--- src/design/reset_source_controller_params.svh ---
// Constants for the reset source controller: offsets, field positions, resets, timings.
// Assumes a 40 MHz always-on clock and a 32-bit APB register bus.
`ifndef RESET_SOURCE_CONTROLLER_PARAMS_SVH
`define RESET_SOURCE_CONTROLLER_PARAMS_SVH

// ==========================================================
// Register byte offsets
`define RSC_OFF_CAUSE0 12'h000
`define RSC_OFF_CAUSE1 12'h004
`define RSC_OFF_CAUSE2 12'h008
`define RSC_OFF_PVDCTL 12'h00c
`define RSC_OFF_WDSTAT 12'h010
`define RSC_OFF_WAKE 12'h014
`define RSC_OFF_SWREQ 12'h018

// ==========================================================
// Field positions
`define RSC_C0_POR 0
`define RSC_C0_PVD0 1
`define RSC_C0_PVD1 2
`define RSC_C0_PVD2 3
`define RSC_C0_DPS 4
`define RSC_C0_BATT 5
`define RSC_C1_INDEPENDENT_WATCHDOG 0
`define RSC_C1_WDT 1
`define RSC_C1_SW 2
`define RSC_C1_LOCK 3
`define RSC_C1_BUS 4
`define RSC_C1_MEM 5
`define RSC_C2_CWS 0
`define RSC_SWREQ_BIT 2

// ==========================================================
// Reset values and timing
`define RSC_PVDCTL_RST 8'h00
`define RSC_CLK_HZ 40000000
`define RSC_POR_HOLD_US 1000
`define RSC_PVD_STAB_US 300
`define RSC_DSBY_WAIT_US 200
`define RSC_SW_DELAY_NS 500
`define RSC_CYC_US(us) (((us) * 40 + 0) )
`define RSC_SW_DELAY_CYC ((`RSC_SW_DELAY_NS + 24) / 25)

`endif

--- src/design/reset_source_pkg.sv ---
// Types shared by the reset source controller files.
// Assumes the parameter header is included by the users of the constants.
package reset_source_pkg;
  typedef enum logic [2:0] {
    ST_POR = 3'b000,
    ST_HOLD = 3'b001,
    ST_WAIT = 3'b010,
    ST_RUN = 3'b011
  } seq_state_e;
  typedef logic [31:0] hold_cnt_t;
endpackage

--- src/design/level_sync3.sv ---
// Three-stage synchroniser for asynchronous level inputs with agreement filter.
// Assumes pclk domain; output changes once stages two and three agree.
module level_sync3 #(
  parameter int WIDTH = 1,
  parameter logic [WIDTH-1:0] INIT = '0
) (
  input wire logic pclk,
  input wire logic presetn,
  input wire logic [WIDTH-1:0] din,
  output logic [WIDTH-1:0] dout
);
  typedef struct packed {
    logic [WIDTH-1:0] s1;
    logic [WIDTH-1:0] s2;
    logic [WIDTH-1:0] s3;
    logic [WIDTH-1:0] q;
  } sync_s;
  sync_s st_ff;
  sync_s nxt_st;

  always_comb
  begin
    nxt_st = st_ff;
    nxt_st.s1 = din;
    nxt_st.s2 = st_ff.s1;
    nxt_st.s3 = st_ff.s2;
    for (int i = 0; i < WIDTH; i++)
    begin
      if (st_ff.s2[i] == st_ff.s3[i])
      begin
        nxt_st.q[i] = st_ff.s3[i];
      end
    end
  end

  always_ff @(posedge pclk or negedge presetn)
  begin
    if (!presetn)
    begin
      st_ff <= {INIT, INIT, INIT, INIT};
    end
    else
    begin
      st_ff <= nxt_st;
    end
  end

  assign dout = st_ff.q;
endmodule

--- src/design/hold_timer.sv ---
// Down-counter that measures a release wait after its start pulse.
// Assumes start and load come from logic on the same clock.
module hold_timer (
  input wire logic pclk,
  input wire logic presetn,
  input wire logic start,
  input wire logic [31:0] load,
  output logic done
);
  typedef struct packed {
    logic [31:0] cnt;
    logic busy;
  } tmr_s;
  tmr_s st_ff;
  tmr_s nxt_st;

  always_comb
  begin
    nxt_st = st_ff;
    if (start)
    begin
      nxt_st.cnt = load;
      nxt_st.busy = 1'b1;
    end
    else if (st_ff.busy)
    begin
      if (st_ff.cnt <= 32'h0000_0001)
      begin
        nxt_st.busy = 1'b0;
      end
      else
      begin
        nxt_st.cnt = st_ff.cnt - 32'h0000_0001;
      end
    end
  end

  always_ff @(posedge pclk or negedge presetn)
  begin
    if (!presetn)
    begin
      st_ff <= '0;
    end
    else
    begin
      st_ff <= nxt_st;
    end
  end

  assign done = !st_ff.busy && !start;
endmodule

--- src/design/reset_source_controller.sv ---
// Reset source controller: merges reset sources, times their release, keeps cause flags.
// Assumes presetn is the power-on-detect reset, pclk is the always-on 40 MHz clock.
// Contract
// - Low reset pin aborts everything and holds reset while low.
// - Supply below power-on threshold with pin high raises power-on reset.
// - Power-on reset leaves only after supply is good and hold time elapses.
// - Power-on sets power-on cause flag; pin reset clears it.
// - Monitor 0 has 8 levels; monitors 1 and 2 have 13 each.
// - Enabled monitor below level gives interrupt or reset, as configured.
// - Monitor reset releases after supply recovers and stabilisation wait; once dps_flag has been set, the code uses the deep standby wait instead.
// - Option word bit enables monitor 0 detection after reset.
// - Monitors 1 and 2 off after power-on; enabled only via comparator control.
// - Monitor n reset sets that monitor's reset cause flag.
// - Independent watchdog underflow sets its flag and gives reset or NMI.
// - Independent watchdog reset lasts exactly one count cycle.
// - System watchdog expiry sets flag, reset or NMI, reset one count cycle.
// - Deep standby cancel raises reset, starts oscillation, releases after wait.
// - Deep standby reset sets the wake flag of the cancelling interrupt.
// - Writing 1 to the system reset request bit makes a software reset.
// - Software reset sets its flag and releases after a short fixed delay.
// - Only power-on reset clears the cold/warm start flag.
// - Writing 1 sets the cold/warm start flag; writing 0 leaves it.
// - Lockup, bus errors and memory errors raise a reset.
// - Battery supply below its threshold raises battery power-on reset.
`include "reset_source_controller_params.svh"
module reset_source_controller #(
  parameter int POR_HOLD_CYC = `RSC_CYC_US(`RSC_POR_HOLD_US),
  parameter int PVD_STAB_CYC = `RSC_CYC_US(`RSC_PVD_STAB_US),
  parameter int DSBY_WAIT_CYC = `RSC_CYC_US(`RSC_DSBY_WAIT_US),
  parameter int WAKE_W = 8
) (
  input wire logic pclk,
  input wire logic presetn,
  input wire logic psel,
  input wire logic penable,
  input wire logic pwrite,
  input wire logic [11:0] paddr,
  input wire logic [31:0] pwdata,
  output logic [31:0] prdata,
  output logic pready,
  output logic pslverr,
  input wire logic external_reset_pin_n,
  input wire logic supply_above_por,
  input wire logic [2:0] monitor_below,
  input wire logic battery_below_por,
  input wire logic monitor0_after_reset_select,
  input wire logic independent_watchdog_underflow,
  input wire logic independent_watchdog_count_tick,
  input wire logic independent_watchdog_reset_select,
  input wire logic wdt_underflow,
  input wire logic wdt_count_tick,
  input wire logic wdt_reset_select,
  input wire logic cpu_lockup,
  input wire logic bus_error,
  input wire logic mem_error,
  input wire logic deep_standby_cancel,
  input wire logic [WAKE_W-1:0] deep_standby_wake_src,
  output logic system_reset,
  output logic oscillator_start,
  output logic [2:0] monitor_level_irq,
  output logic watchdog_nmi,
  output logic [2:0] monitor0_level_sel,
  output logic [3:0] monitor1_level_sel,
  output logic [3:0] monitor2_level_sel
);
  localparam logic [3:0] MON12_MAX = 4'hc;

  // ==========================================================
  // Input synchronisers
  logic [2:0] pin_s;
  logic [4:0] ana_s;
  // The pin idles high, so a fresh synchroniser must not report a pin reset.
  level_sync3 #(.WIDTH(3), .INIT(3'b100)) u_sync_pin (
    .pclk(pclk),
    .presetn(presetn),
    .din({external_reset_pin_n, supply_above_por, battery_below_por}),
    .dout(pin_s)
  );
  level_sync3 #(.WIDTH(5), .INIT(5'h00)) u_sync_ana (
    .pclk(pclk),
    .presetn(presetn),
    .din({monitor_below, monitor0_after_reset_select, 1'b0}),
    .dout(ana_s)
  );
  wire logic pin_ok = pin_s[2];
  wire logic vcc_ok = pin_s[1];
  wire logic batt_low = pin_s[0];
  wire logic [2:0] mon_low = ana_s[4:2];
  wire logic mon0_opt = ana_s[1];

  // ==========================================================
  // State
  typedef struct packed {
    reset_source_pkg::seq_state_e seq;
    logic por_flag;
    logic [2:0] pvd_flag;
    logic dps_flag;
    logic batt_flag;
    logic independent_watchdog_flag;
    logic wdt_flag;
    logic sw_flag;
    logic lock_flag;
    logic bus_flag;
    logic mem_flag;
    logic cws_flag;
    logic [2:0] mon_en;
    logic [2:0] mon_rst_sel;
    logic [2:0] lvl0;
    logic [3:0] lvl1;
    logic [3:0] lvl2;
    logic [WAKE_W-1:0] wake;
    logic wd_pulse;
    logic pin_seen_low;
    logic sw_req;
    logic [31:0] rdata;
    logic rst;
  } ctl_s;
  ctl_s st_ff;
  ctl_s nxt_st;

  function automatic logic is_addr(input logic [11:0] a, input logic [11:0] off);
    is_addr = (a == off);
  endfunction

  wire logic acc = psel && penable;
  wire logic wr = acc && pwrite;
  wire logic [2:0] mon_trip = mon_low & st_ff.mon_en;
  wire logic [2:0] mon_rst = mon_trip & st_ff.mon_rst_sel;
  wire logic independent_watchdog_rst = independent_watchdog_underflow && independent_watchdog_reset_select;
  wire logic wdt_rst = wdt_underflow && wdt_reset_select;
  wire logic err_rst = cpu_lockup || bus_error || mem_error;
  logic tmr_start;
  logic [WAKE_W-1:0] wake_set;
  logic [31:0] tmr_load;
  logic tmr_done;

  hold_timer u_timer (
    .pclk(pclk),
    .presetn(presetn),
    .start(tmr_start),
    .load(tmr_load),
    .done(tmr_done)
  );

  // ==========================================================
  // Sequencer and cause flags
  always_comb
  begin
    nxt_st = st_ff;
    tmr_start = 1'b0;
    tmr_load = POR_HOLD_CYC;
    nxt_st.wd_pulse = 1'b0;
    nxt_st.sw_req = 1'b0;
    wake_set = '0;
    // The strap settles with the supply sync, so the last power-on cycle sees it.
    if (st_ff.seq == reset_source_pkg::ST_POR)
    begin
      nxt_st.mon_en[0] = mon0_opt;
      nxt_st.mon_rst_sel[0] = 1'b1;
    end
    if (!vcc_ok && pin_ok)
    begin
      nxt_st.seq = reset_source_pkg::ST_POR;
      nxt_st.por_flag = 1'b1;
      nxt_st.cws_flag = 1'b0;
      nxt_st.mon_en[2:1] = 2'b00;
    end
    else if (!pin_ok)
    begin
      nxt_st.seq = reset_source_pkg::ST_HOLD;
      nxt_st.pin_seen_low = 1'b1;
    end
    else
    begin
      unique case (st_ff.seq)
        reset_source_pkg::ST_POR:
        begin
          tmr_start = 1'b1;
          tmr_load = POR_HOLD_CYC;
          nxt_st.seq = reset_source_pkg::ST_WAIT;
        end
        reset_source_pkg::ST_HOLD:
        begin
          if (st_ff.pin_seen_low)
          begin
            nxt_st.por_flag = 1'b0;
            nxt_st.pin_seen_low = 1'b0;
          end
          if (mon_rst == 3'b000)
          begin
            tmr_start = 1'b1;
            tmr_load = st_ff.dps_flag ? 32'(DSBY_WAIT_CYC) : 32'(PVD_STAB_CYC);
            nxt_st.seq = reset_source_pkg::ST_WAIT;
          end
        end
        reset_source_pkg::ST_WAIT:
        begin
          if (mon_rst != 3'b000)
          begin
            nxt_st.seq = reset_source_pkg::ST_HOLD;
          end
          else if (tmr_done)
          begin
            nxt_st.seq = reset_source_pkg::ST_RUN;
          end
        end
        reset_source_pkg::ST_RUN:
        begin
          if (mon_rst != 3'b000 || batt_low || deep_standby_cancel || err_rst)
          begin
            nxt_st.seq = reset_source_pkg::ST_HOLD;
          end
          if (deep_standby_cancel)
          begin
            nxt_st.dps_flag = 1'b1;
            wake_set = deep_standby_wake_src;
          end
          if (st_ff.sw_req)
          begin
            nxt_st.sw_flag = 1'b1;
            tmr_start = 1'b1;
            tmr_load = `RSC_SW_DELAY_CYC;
            nxt_st.seq = reset_source_pkg::ST_WAIT;
          end
          if ((independent_watchdog_rst && independent_watchdog_count_tick) || (wdt_rst && wdt_count_tick))
          begin
            nxt_st.wd_pulse = 1'b1;
          end
        end
        default:
        begin
          nxt_st.seq = reset_source_pkg::ST_HOLD;
        end
      endcase
    end
    // Event flags: a set always beats a software clear in the same cycle.
    nxt_st.pvd_flag = st_ff.pvd_flag | mon_rst;
    nxt_st.batt_flag = st_ff.batt_flag | batt_low;
    nxt_st.lock_flag = st_ff.lock_flag | cpu_lockup;
    nxt_st.bus_flag = st_ff.bus_flag | bus_error;
    nxt_st.mem_flag = st_ff.mem_flag | mem_error;
    if (wr && is_addr(paddr, `RSC_OFF_WDSTAT))
    begin
      nxt_st.independent_watchdog_flag = st_ff.independent_watchdog_flag & pwdata[`RSC_C1_INDEPENDENT_WATCHDOG];
      nxt_st.wdt_flag = st_ff.wdt_flag & pwdata[`RSC_C1_WDT];
    end
    if (independent_watchdog_underflow)
    begin
      nxt_st.independent_watchdog_flag = 1'b1;
    end
    if (wdt_underflow)
    begin
      nxt_st.wdt_flag = 1'b1;
    end
    if (wr && is_addr(paddr, `RSC_OFF_CAUSE2) && pwdata[`RSC_C2_CWS])
    begin
      nxt_st.cws_flag = 1'b1;
    end
    if (wr && is_addr(paddr, `RSC_OFF_PVDCTL))
    begin
      nxt_st.mon_en[2:1] = pwdata[2:1];
      nxt_st.mon_rst_sel = pwdata[6:4];
      nxt_st.lvl0 = pwdata[10:8];
      if (pwdata[15:12] <= MON12_MAX)
      begin
        nxt_st.lvl1 = pwdata[15:12];
      end
      if (pwdata[19:16] <= MON12_MAX)
      begin
        nxt_st.lvl2 = pwdata[19:16];
      end
    end
    if (wr && is_addr(paddr, `RSC_OFF_SWREQ) && pwdata[`RSC_SWREQ_BIT])
    begin
      nxt_st.sw_req = 1'b1;
    end
    if (wr && is_addr(paddr, `RSC_OFF_WAKE))
    begin
      nxt_st.wake = st_ff.wake & ~pwdata[WAKE_W-1:0];
    end
    nxt_st.wake = nxt_st.wake | wake_set;
    nxt_st.rdata = 32'h0000_0000;
    if (psel && !penable && !pwrite)
    begin
      unique case (paddr)
        `RSC_OFF_CAUSE0:
          nxt_st.rdata = {26'h0, st_ff.batt_flag, st_ff.dps_flag, st_ff.pvd_flag, st_ff.por_flag};
        `RSC_OFF_CAUSE1:
          nxt_st.rdata = {26'h0, st_ff.mem_flag, st_ff.bus_flag, st_ff.lock_flag,
            st_ff.sw_flag, st_ff.wdt_flag, st_ff.independent_watchdog_flag};
        `RSC_OFF_CAUSE2:
          nxt_st.rdata = {31'h0, st_ff.cws_flag};
        `RSC_OFF_PVDCTL:
          nxt_st.rdata = {12'h0, st_ff.lvl2, st_ff.lvl1, 1'b0, st_ff.lvl0, 1'b0,
            st_ff.mon_rst_sel, 1'b0, st_ff.mon_en};
        `RSC_OFF_WDSTAT:
          nxt_st.rdata = {30'h0, st_ff.wdt_flag, st_ff.independent_watchdog_flag};
        `RSC_OFF_WAKE:
          nxt_st.rdata = {{(32 - WAKE_W){1'b0}}, st_ff.wake};
        default:
          nxt_st.rdata = 32'h0000_0000;
      endcase
    end
    nxt_st.rst = (nxt_st.seq != reset_source_pkg::ST_RUN) || nxt_st.wd_pulse;
  end

  always_ff @(posedge pclk or negedge presetn)
  begin
    if (!presetn)
    begin
      st_ff <= '0;
      st_ff.por_flag <= 1'b1;
      st_ff.rst <= 1'b1;
    end
    else
    begin
      st_ff <= nxt_st;
    end
  end

  // ==========================================================
  // Outputs
  assign system_reset = st_ff.rst;
  assign oscillator_start = st_ff.dps_flag && (st_ff.seq != reset_source_pkg::ST_RUN);
  assign monitor_level_irq = mon_trip & ~st_ff.mon_rst_sel;
  assign watchdog_nmi = (independent_watchdog_underflow && !independent_watchdog_reset_select)
    || (wdt_underflow && !wdt_reset_select);
  assign monitor0_level_sel = st_ff.lvl0;
  assign monitor1_level_sel = st_ff.lvl1;
  assign monitor2_level_sel = st_ff.lvl2;
  assign prdata = st_ff.rdata;
  // Slave answers in the access phase after read data was registered in setup.
  assign pready = acc;
  assign pslverr = 1'b0;

  // ==========================================================
  // Checks
  chk_pin_holds: assert property (@(posedge pclk) disable iff (!presetn)
    !pin_ok |=> system_reset) else $error("reset not held with pin low");
  chk_por_flag: assert property (@(posedge pclk) disable iff (!presetn)
    (!vcc_ok && pin_ok) |=> st_ff.por_flag) else $error("power-on flag not set");
  chk_cws_hold: assert property (@(posedge pclk) disable iff (!presetn)
    (st_ff.cws_flag && vcc_ok) |=> st_ff.cws_flag) else $error("warm flag lost");
  chk_cws_set: assert property (@(posedge pclk) disable iff (!presetn)
    (wr && paddr == `RSC_OFF_CAUSE2 && pwdata[0] && vcc_ok) |=> st_ff.cws_flag)
    else $error("warm flag not set");
  chk_independent_watchdog_flag: assert property (@(posedge pclk) disable iff (!presetn)
    independent_watchdog_underflow |=> st_ff.independent_watchdog_flag) else $error("independent_watchdog flag missing");
  chk_pvd_flag: assert property (@(posedge pclk) disable iff (!presetn)
    mon_rst[1] |=> st_ff.pvd_flag[1]) else $error("monitor flag missing");
  chk_lvl_range: assert property (@(posedge pclk) disable iff (!presetn)
    st_ff.lvl1 <= 4'hc && st_ff.lvl2 <= 4'hc) else $error("level out of range");
  chk_sw_flag: assert property (@(posedge pclk) disable iff (!presetn)
    (st_ff.sw_req && st_ff.seq == reset_source_pkg::ST_RUN && pin_ok && vcc_ok)
    |=> st_ff.sw_flag && system_reset) else $error("software reset lost");
  chk_wake_set: assert property (@(posedge pclk) disable iff (!presetn)
    (deep_standby_cancel && st_ff.seq == reset_source_pkg::ST_RUN && pin_ok && vcc_ok)
    |=> (st_ff.wake & $past(deep_standby_wake_src)) == $past(deep_standby_wake_src))
    else $error("wake flag not recorded");
endmodule

--- config.mk ---
export PLATFORM = sky130hd
export DESIGN_NAME = reset_source_controller
export DESIGN_NICKNAME = d
export VERILOG_FILES = /design/src/design/reset_source_pkg.sv /design/src/design/level_sync3.sv /design/src/design/hold_timer.sv /design/src/design/reset_source_controller.sv
export VERILOG_INCLUDE_DIRS = /design/src /design/src/design
export SDC_FILE = /design/constraint.sdc
export NUM_CORES = 1
export LEC_CHECK = 0
export BUFFER_PORTS_ARGS = -buffer_cell sky130_fd_sc_hd__clkbuf_2
export CORE_ASPECT_RATIO = 0.7
export CORE_MARGIN = 5
export CORE_UTILIZATION = 40
export CTS_CLUSTER_DIAMETER = 30
export DETAILED_ROUTE_END_ITERATION = 16
export SLEW_MARGIN = 20
export SYNTH_ARGS = -nofsm -noshare
export SYNTH_HDL_FRONTEND = slang
export SYNTH_SLANG_ARGS = --single-unit
--- constraint.sdc ---
create_clock -name pclk -period 2.9 [get_ports pclk]
set_input_delay 0.58 -clock pclk [delete_from_list [all_inputs] [get_ports pclk]]
set_output_delay 0.58 -clock pclk [all_outputs]
set_load 0.02 [all_outputs]
==> Yosys cells after proc, flatten, opt, wreduce, memory -nomap -nowiden <==
Cells that the tools add are included.
{ "classes": {"add_sub_neg": 1, "n_lt_le_gt_ge": 3, "n_eq_ne": 20, "muxes": 50, "bitwise_logic": 15, "reduce_logical": 55} }
{ "op_table": {"columns": ["op", "n"], "rows": [
  ["$pmux W20 S6", 1],
  ["$mux W32", 3],
  ["$mux W33", 2],
  ["$pmux W32 S2", 1],
  ["$mux W8", 5],
  ["$eq A12 B5 Y1 const B", 3],
  ["$le A32 B1 Y1 const B", 1],
  ["$mux W16", 2],
  ["$sub A32 B1 Y32 const B", 1],
  ["$eq A12 B4 Y1 const B", 2],
  ["$mux W3", 7],
  ["$logic_and A1 B1 Y1", 20],
  ["$mux W20", 1],
  ["$mux W1", 18],
  ["$reduce_bool A2 Y1", 9],
  ["$mux W14", 1],
  ["$eq A12 B3 Y1 const B", 1],
  ["$logic_not A12 Y1", 1],
  ["$mux W12", 1],
  ["$mux W4", 3],
  ["$pmux W3 S4", 1],
  ["$and A3 B3 Y3", 3],
  ["$and A8 B8 Y8", 1],
  ["$le A4 B4 Y1 const B", 2],
  ["other kinds (22)", 54]
]} }
{ "word_totals": {"regBits": 137, "in_bits": 74, "out_inout_bits": 51, "wordCells": 183} }

==> Depth between registers and ports, before layout <==
{ "logic_depth": {"depth_word": 16, "ltp_mapped": 9, "ltp_nobuf": 7} }

==> Cells and area by module <==
Synthesis repeated with hierarchy kept, for this count alone.
{ "hier_totals": {"hier_cells": 616, "hier_area_um2": 6432.4} }
{ "by_module_without_submodules": {"columns": ["module", "instances", "cells_per_inst", "area_each_um2", "seq_area_each_um2"], "rows": [
  ["reset_source_controller", 1, 323, 3241.9, 1579.0],
  ["hold_timer", 1, 245, 2234.6, 825.8],
  ["level_sync3 (u_sync_ana)", 1, 30, 594.3, 500.5],
  ["level_sync3 (u_sync_pin)", 1, 18, 361.6, 305.3]
]} }

==> Worst setup path before layout <==
No wires, ideal clock.
{ "synth_timing": {"path_kind": "register to register", "start": "register u_timer.st_ff[1] (netlist bit)", "end": "register u_timer.st_ff[31] (netlist bit)", "arrival_time_ps": 2143, "required_time_ps": 2775, "path_slack_ps": 632, "path_stages_with_launch": 9, "path_buffers": 1, "cell_sequence": "dfrtp_1 > inv_1 > ha_1 > nor3b_2 > nand4_1 > a211o_1 > buf_6 > nor4_2 > mux2_2"} }
{ "synth_via": {"elab_chain_cells": 4, "word_cells_on_any_way": 7, "cone_classes": "1 x add/sub; 1 x order compare; 1 x eq/ne; 3 x mux; 1 x reduce/logical"} }
{ "synth_lines": {"columns": ["item", "line", "text"], "rows": [
  ["from (decl)", "hold_timer.sv:14", "tmr_s st_ff;"],
  ["from (signal assigned)", "hold_timer.sv:46", "st_ff <= nxt_st;"],
  ["$sub A32 B1 Y32", "hold_timer.sv:33", "nxt_st.cnt = st_ff.cnt - 32'h0000_0001;"],
  ["$mux W32", "hold_timer.sv:27", "if (st_ff.cnt <= 32'h0000_0001)"],
  ["$mux W33", "hold_timer.sv:25", "else if (st_ff.busy)"],
  ["$mux W33", "hold_timer.sv:20", "if (start)"]
]} }
Parallel ways exist; a longest one is shown, timed or not. The select of a mux whose other input is x is not followed.
A chain may end at the register's enable or synchronous reset.

==> Worst setup path in the final report <==
{ "layout_timing": {"start": "register st_ff[74] (netlist bit)", "end": "register u_timer.st_ff[13] (netlist bit)"} }
{ "layout_via": {"elab_chain_cells": 6, "word_cells_on_any_way": 13, "cone_classes": "3 x eq/ne; 7 x mux; 3 x reduce/logical"} }
{ "layout_lines": {"columns": ["item", "line", "text"], "rows": [
  ["from (decl)", "reset_source_controller.sv:118", "ctl_s st_ff;"],
  ["from (signal assigned)", "reset_source_controller.sv:317", "st_ff <= nxt_st;"],
  ["$eq A3 B2 Y1, or another cell as far along", "reset_source_controller.sv:175", "unique case (st_ff.seq)"],
  ["$pmux W1 S3", "reset_source_controller.sv:175", null],
  ["$mux W1", "reset_source_controller.sv:168", "else if (!pin_ok)"],
  ["$mux W1", "reset_source_controller.sv:161", "if (!vcc_ok && pin_ok)"],
  ["$ne A2 B1 Y1 (no line) / $reduce_bool A2 Y1 (equally long branches)", null, null],
  ["$reduce_and A2 Y1 (no line)", null, null]
]} }
Parallel ways exist; a longest one is shown, timed or not.

==> results.ini <==
[outcome]
status=complete, no violations

[synth]
synth.distinct_cells=69
synthCells=571
avgSynthCellArea_um2=10.4
synth-main-ff-cell=dfrtp_1
syn_area_um2=5960
yosys_warnings=0
synth_edf_count=0
ys_seq_area_frac=0.522
synth-async-reset-ratio=1.00
synth-seq-cells=124

[grt]
grt_pass1_vias=4339
antenna_found_initial=0
grt_max_degree=65
grt_pass1_wl_um=22800
overflow=0
grt_usage=0.164

[detailed_routing]
avgViaCountPerCell=5.26
num_vias=4499
first_pass_iters=6
drt_iter0_drc=346
wirelength_um=14100
drcViolationCount=0
routedWlPerCell_um=16.4
ant_nets=0

[critical_path]
crit_path_start_kind=register
r2r_slack_ns=0.44
crit_path_end=u_timer.st_ff[13]$_DFFE_PN0P_
end_kind=register
cp_slowest_cell=o211ai_2
crit_path_max_incr_delay_ns=0.65
crit_arrival_ns=2.76
cp_top_family=compound AO/OA/AOI/OAI gates
reg2reg_depth=5
worstSetupStartpoint=st_ff[74]$_DFF_PN0_
cp_max_fo=15
r2r_start=st_ff[74]$_DFF_PN0_
worstPathRequired_ns=3.20
crit_chain=nor3b_2, nand4_1, o211ai_2, nor3_1, a221o_1
path_depth=5
critPathKind=reg2reg
cp_num_buf_inv=0
worst_r2r_endpoint=u_timer.st_ff[13]$_DFFE_PN0P_

[die]
start_util=0.407
rows=37
die_area_um2=17500
die_w_um=156
fp.coreArea_um2=14600
io_pins=125
chipHeight_um=112

[cells_and_area]
drive_gt1_frac=0.272
layout_commonest_cell=dfrtp_1
multi_input_area_um2=2440
n_antenna_cell=0
layout.nets=724
nFillCells=1382
stdcell_count=856
mostFrequentLayoutCells=118 x dfrtp_1, 96 x clkbuf_2, 62 x nand2_1
seqCellArea_um2=3110
syn2layout_area_growth_pct=18.1

[flow_run]
cap_violations=0

[cts]
post-cts-setup-buffers=0
cts_resized=0
cts_hold_buf=0
clk_pin_slew_ns=0.05
clkLatencyLatePin_ns=0.42
ctsLongestPathBuffers=2
cts_buffers=17
cts_root_buf=clkbuf_16
cts_tree=yes
htree_levels=4
numClockSinks=124

[timing]
slew_viol_final=0
max_slew_margin=0.521
worst_pin_slew_ns=0.717
fin_crit_sh=0.849
fmax_mhz=406
fin_crit_ns=2.46
finClkSkew_ns=0.00682
setup_viol=0
grt_setup_unrepaired=false
hold_viol=0
tns_ns=0

[place]
place.gp.congestion=0.856
io_buffer_count=97
hpwlAfterDp_um=10300
dp.cells=824

[power]
p_leak_uw=0.00325
p_per_area_nw_per_um2=740
ir_worst_vdd_v=0.000401

[min_path]
hold_class=in2async

==> where the power goes <==
group / internal [uW] / switching (uW)
Combinational: 362 / 456
Clock: 1490 / 790
Sequential: 1900 / 216
Total: 3750 / 1460
==> synth_stat cells (all sizes together) (3+ instances only) <==
library cell | number | area, um2
clkbuf | 10 | 37.5
nor3b | 5 | 47.5
and2 | 16 | 100
o31ai | 11 | 82.6
nand2b | 10 | 62.6
o211ai | 3 | 27.5
nand4 | 4 | 31.3
a22oi | 3 | 22.5
o21ai | 16 | 95.1
or4 | 14 | 105
a31oi | 5 | 31.3
nand2 | 63 | 239
o31a | 3 | 26.3
nor4 | 10 | 96.4
o21a | 5 | 37.5
nor3 | 15 | 85.1
mux2 | 7 | 78.8
dfrtp | 118 | 2950
dfstp | 6 | 158
or3 | 9 | 56.3
o41ai | 3 | 45.1
or2 | 16 | 100
o22ai | 12 | 75.1
and4 | 3 | 26.3
o22a | 4 | 35.0
buf | 52 | 389
a22o | 14 | 123
a21oi | 34 | 170
maj3 | 7 | 70.1
and3 | 6 | 37.5
inv | 9 | 33.8
nor2 | 31 | 116
nand3 | 20 | 118
==> area by class of cell <==
type,count,share of cell area
clock buffer,19,0.0644
clock inverter,13,0.0268
inverter,9,0.00480
multi-input combinational,390,0.347
sequential,124,0.442
tap,195,0.0347
timing repair buffer,106,0.0807
==> per-stage QoR <==
| step | total power (uW) | hold WS [ns] | instance area, um2 | worst slack, ns | util |
|---|---|---|---|---|---|
| final | 5210 | 0.105 | 7040 | 0.437 | 0.481 |
| after global routing | 5440 | 0.134 | 7040 | 0.300 | 0.481 |
| after CTS | 5240 | 0.108 | 7040 | 0.477 | 0.481 |
| after detailed placement | 2940 | 0.335 | 6390 | 0.505 | 0.437 |
| after global placement | 2910 | 0.333 | 6390 | 0.555 | 0.437 |
| after floorplan | 2690 | 0.284 | 6010 | 0.632 | - |
==> sequential cells by signal, summed over array words and instances (netlist names) <==
name and cells:
u_timer.st_ff 33, st_ff 32, prdata 19, u_sync_ana.nxt_st 8, u_sync_pin.nxt_st 6, monitor1_level_sel 4, monitor2_level_sel 4, u_sync_ana.dout 4
u_sync_ana.st_ff 4, monitor0_level_sel 3, u_sync_pin.dout 3, u_sync_pin.st_ff 3, system_reset 1
==> how the worst min path moves through the flow <==
stage | start | depth (start not counted) | endpoint | slack (ns)
after global routing | presetn | 1 | prdata[14]$_DFF_PN0_ | 0.13
after global placement | u_sync_ana.nxt_st[13]$_DFF_PN0_ | 0 | u_sync_ana.nxt_st[8]$_DFF_PN0_ | 0.33
after floorplan | presetn | 0 | monitor0_level_sel[0]$_DFFE_PN0P_ | 0.28
after detailed placement | u_sync_ana.nxt_st[14]$_DFF_PN0_ | 0 | u_sync_ana.nxt_st[9]$_DFF_PN0_ | 0.33
final | presetn | 1 | prdata[14]$_DFF_PN0_ | 0.10
after CTS | presetn | 1 | prdata[14]$_DFF_PN0_ | 0.11
==> layer usage <==
metal | routed length (um) | vias to the layer above | global-route usage
met5 | 0 | - | 0
met3 | 925 | 13 | 0.0501
met4 | 151 | 0 | 0.0554
met1 | 7120 | 2175 | 0.248
met2 | 5870 | 143 | 0.222
li1 | - | 2168 | -
==> cells by family after synthesis <==
family	share of synthesized area
AOI/OAI and AO/OA	0.152
and+or+nand+nor	0.213
adders and majority gates	0.0160
other	0.000630
buffers and inverters	0.0773
muxes	0.0132
DFF	0.522
xor gates and xnor gates	0.00588
No activity file was read; power rests on OpenSTA's default activity.
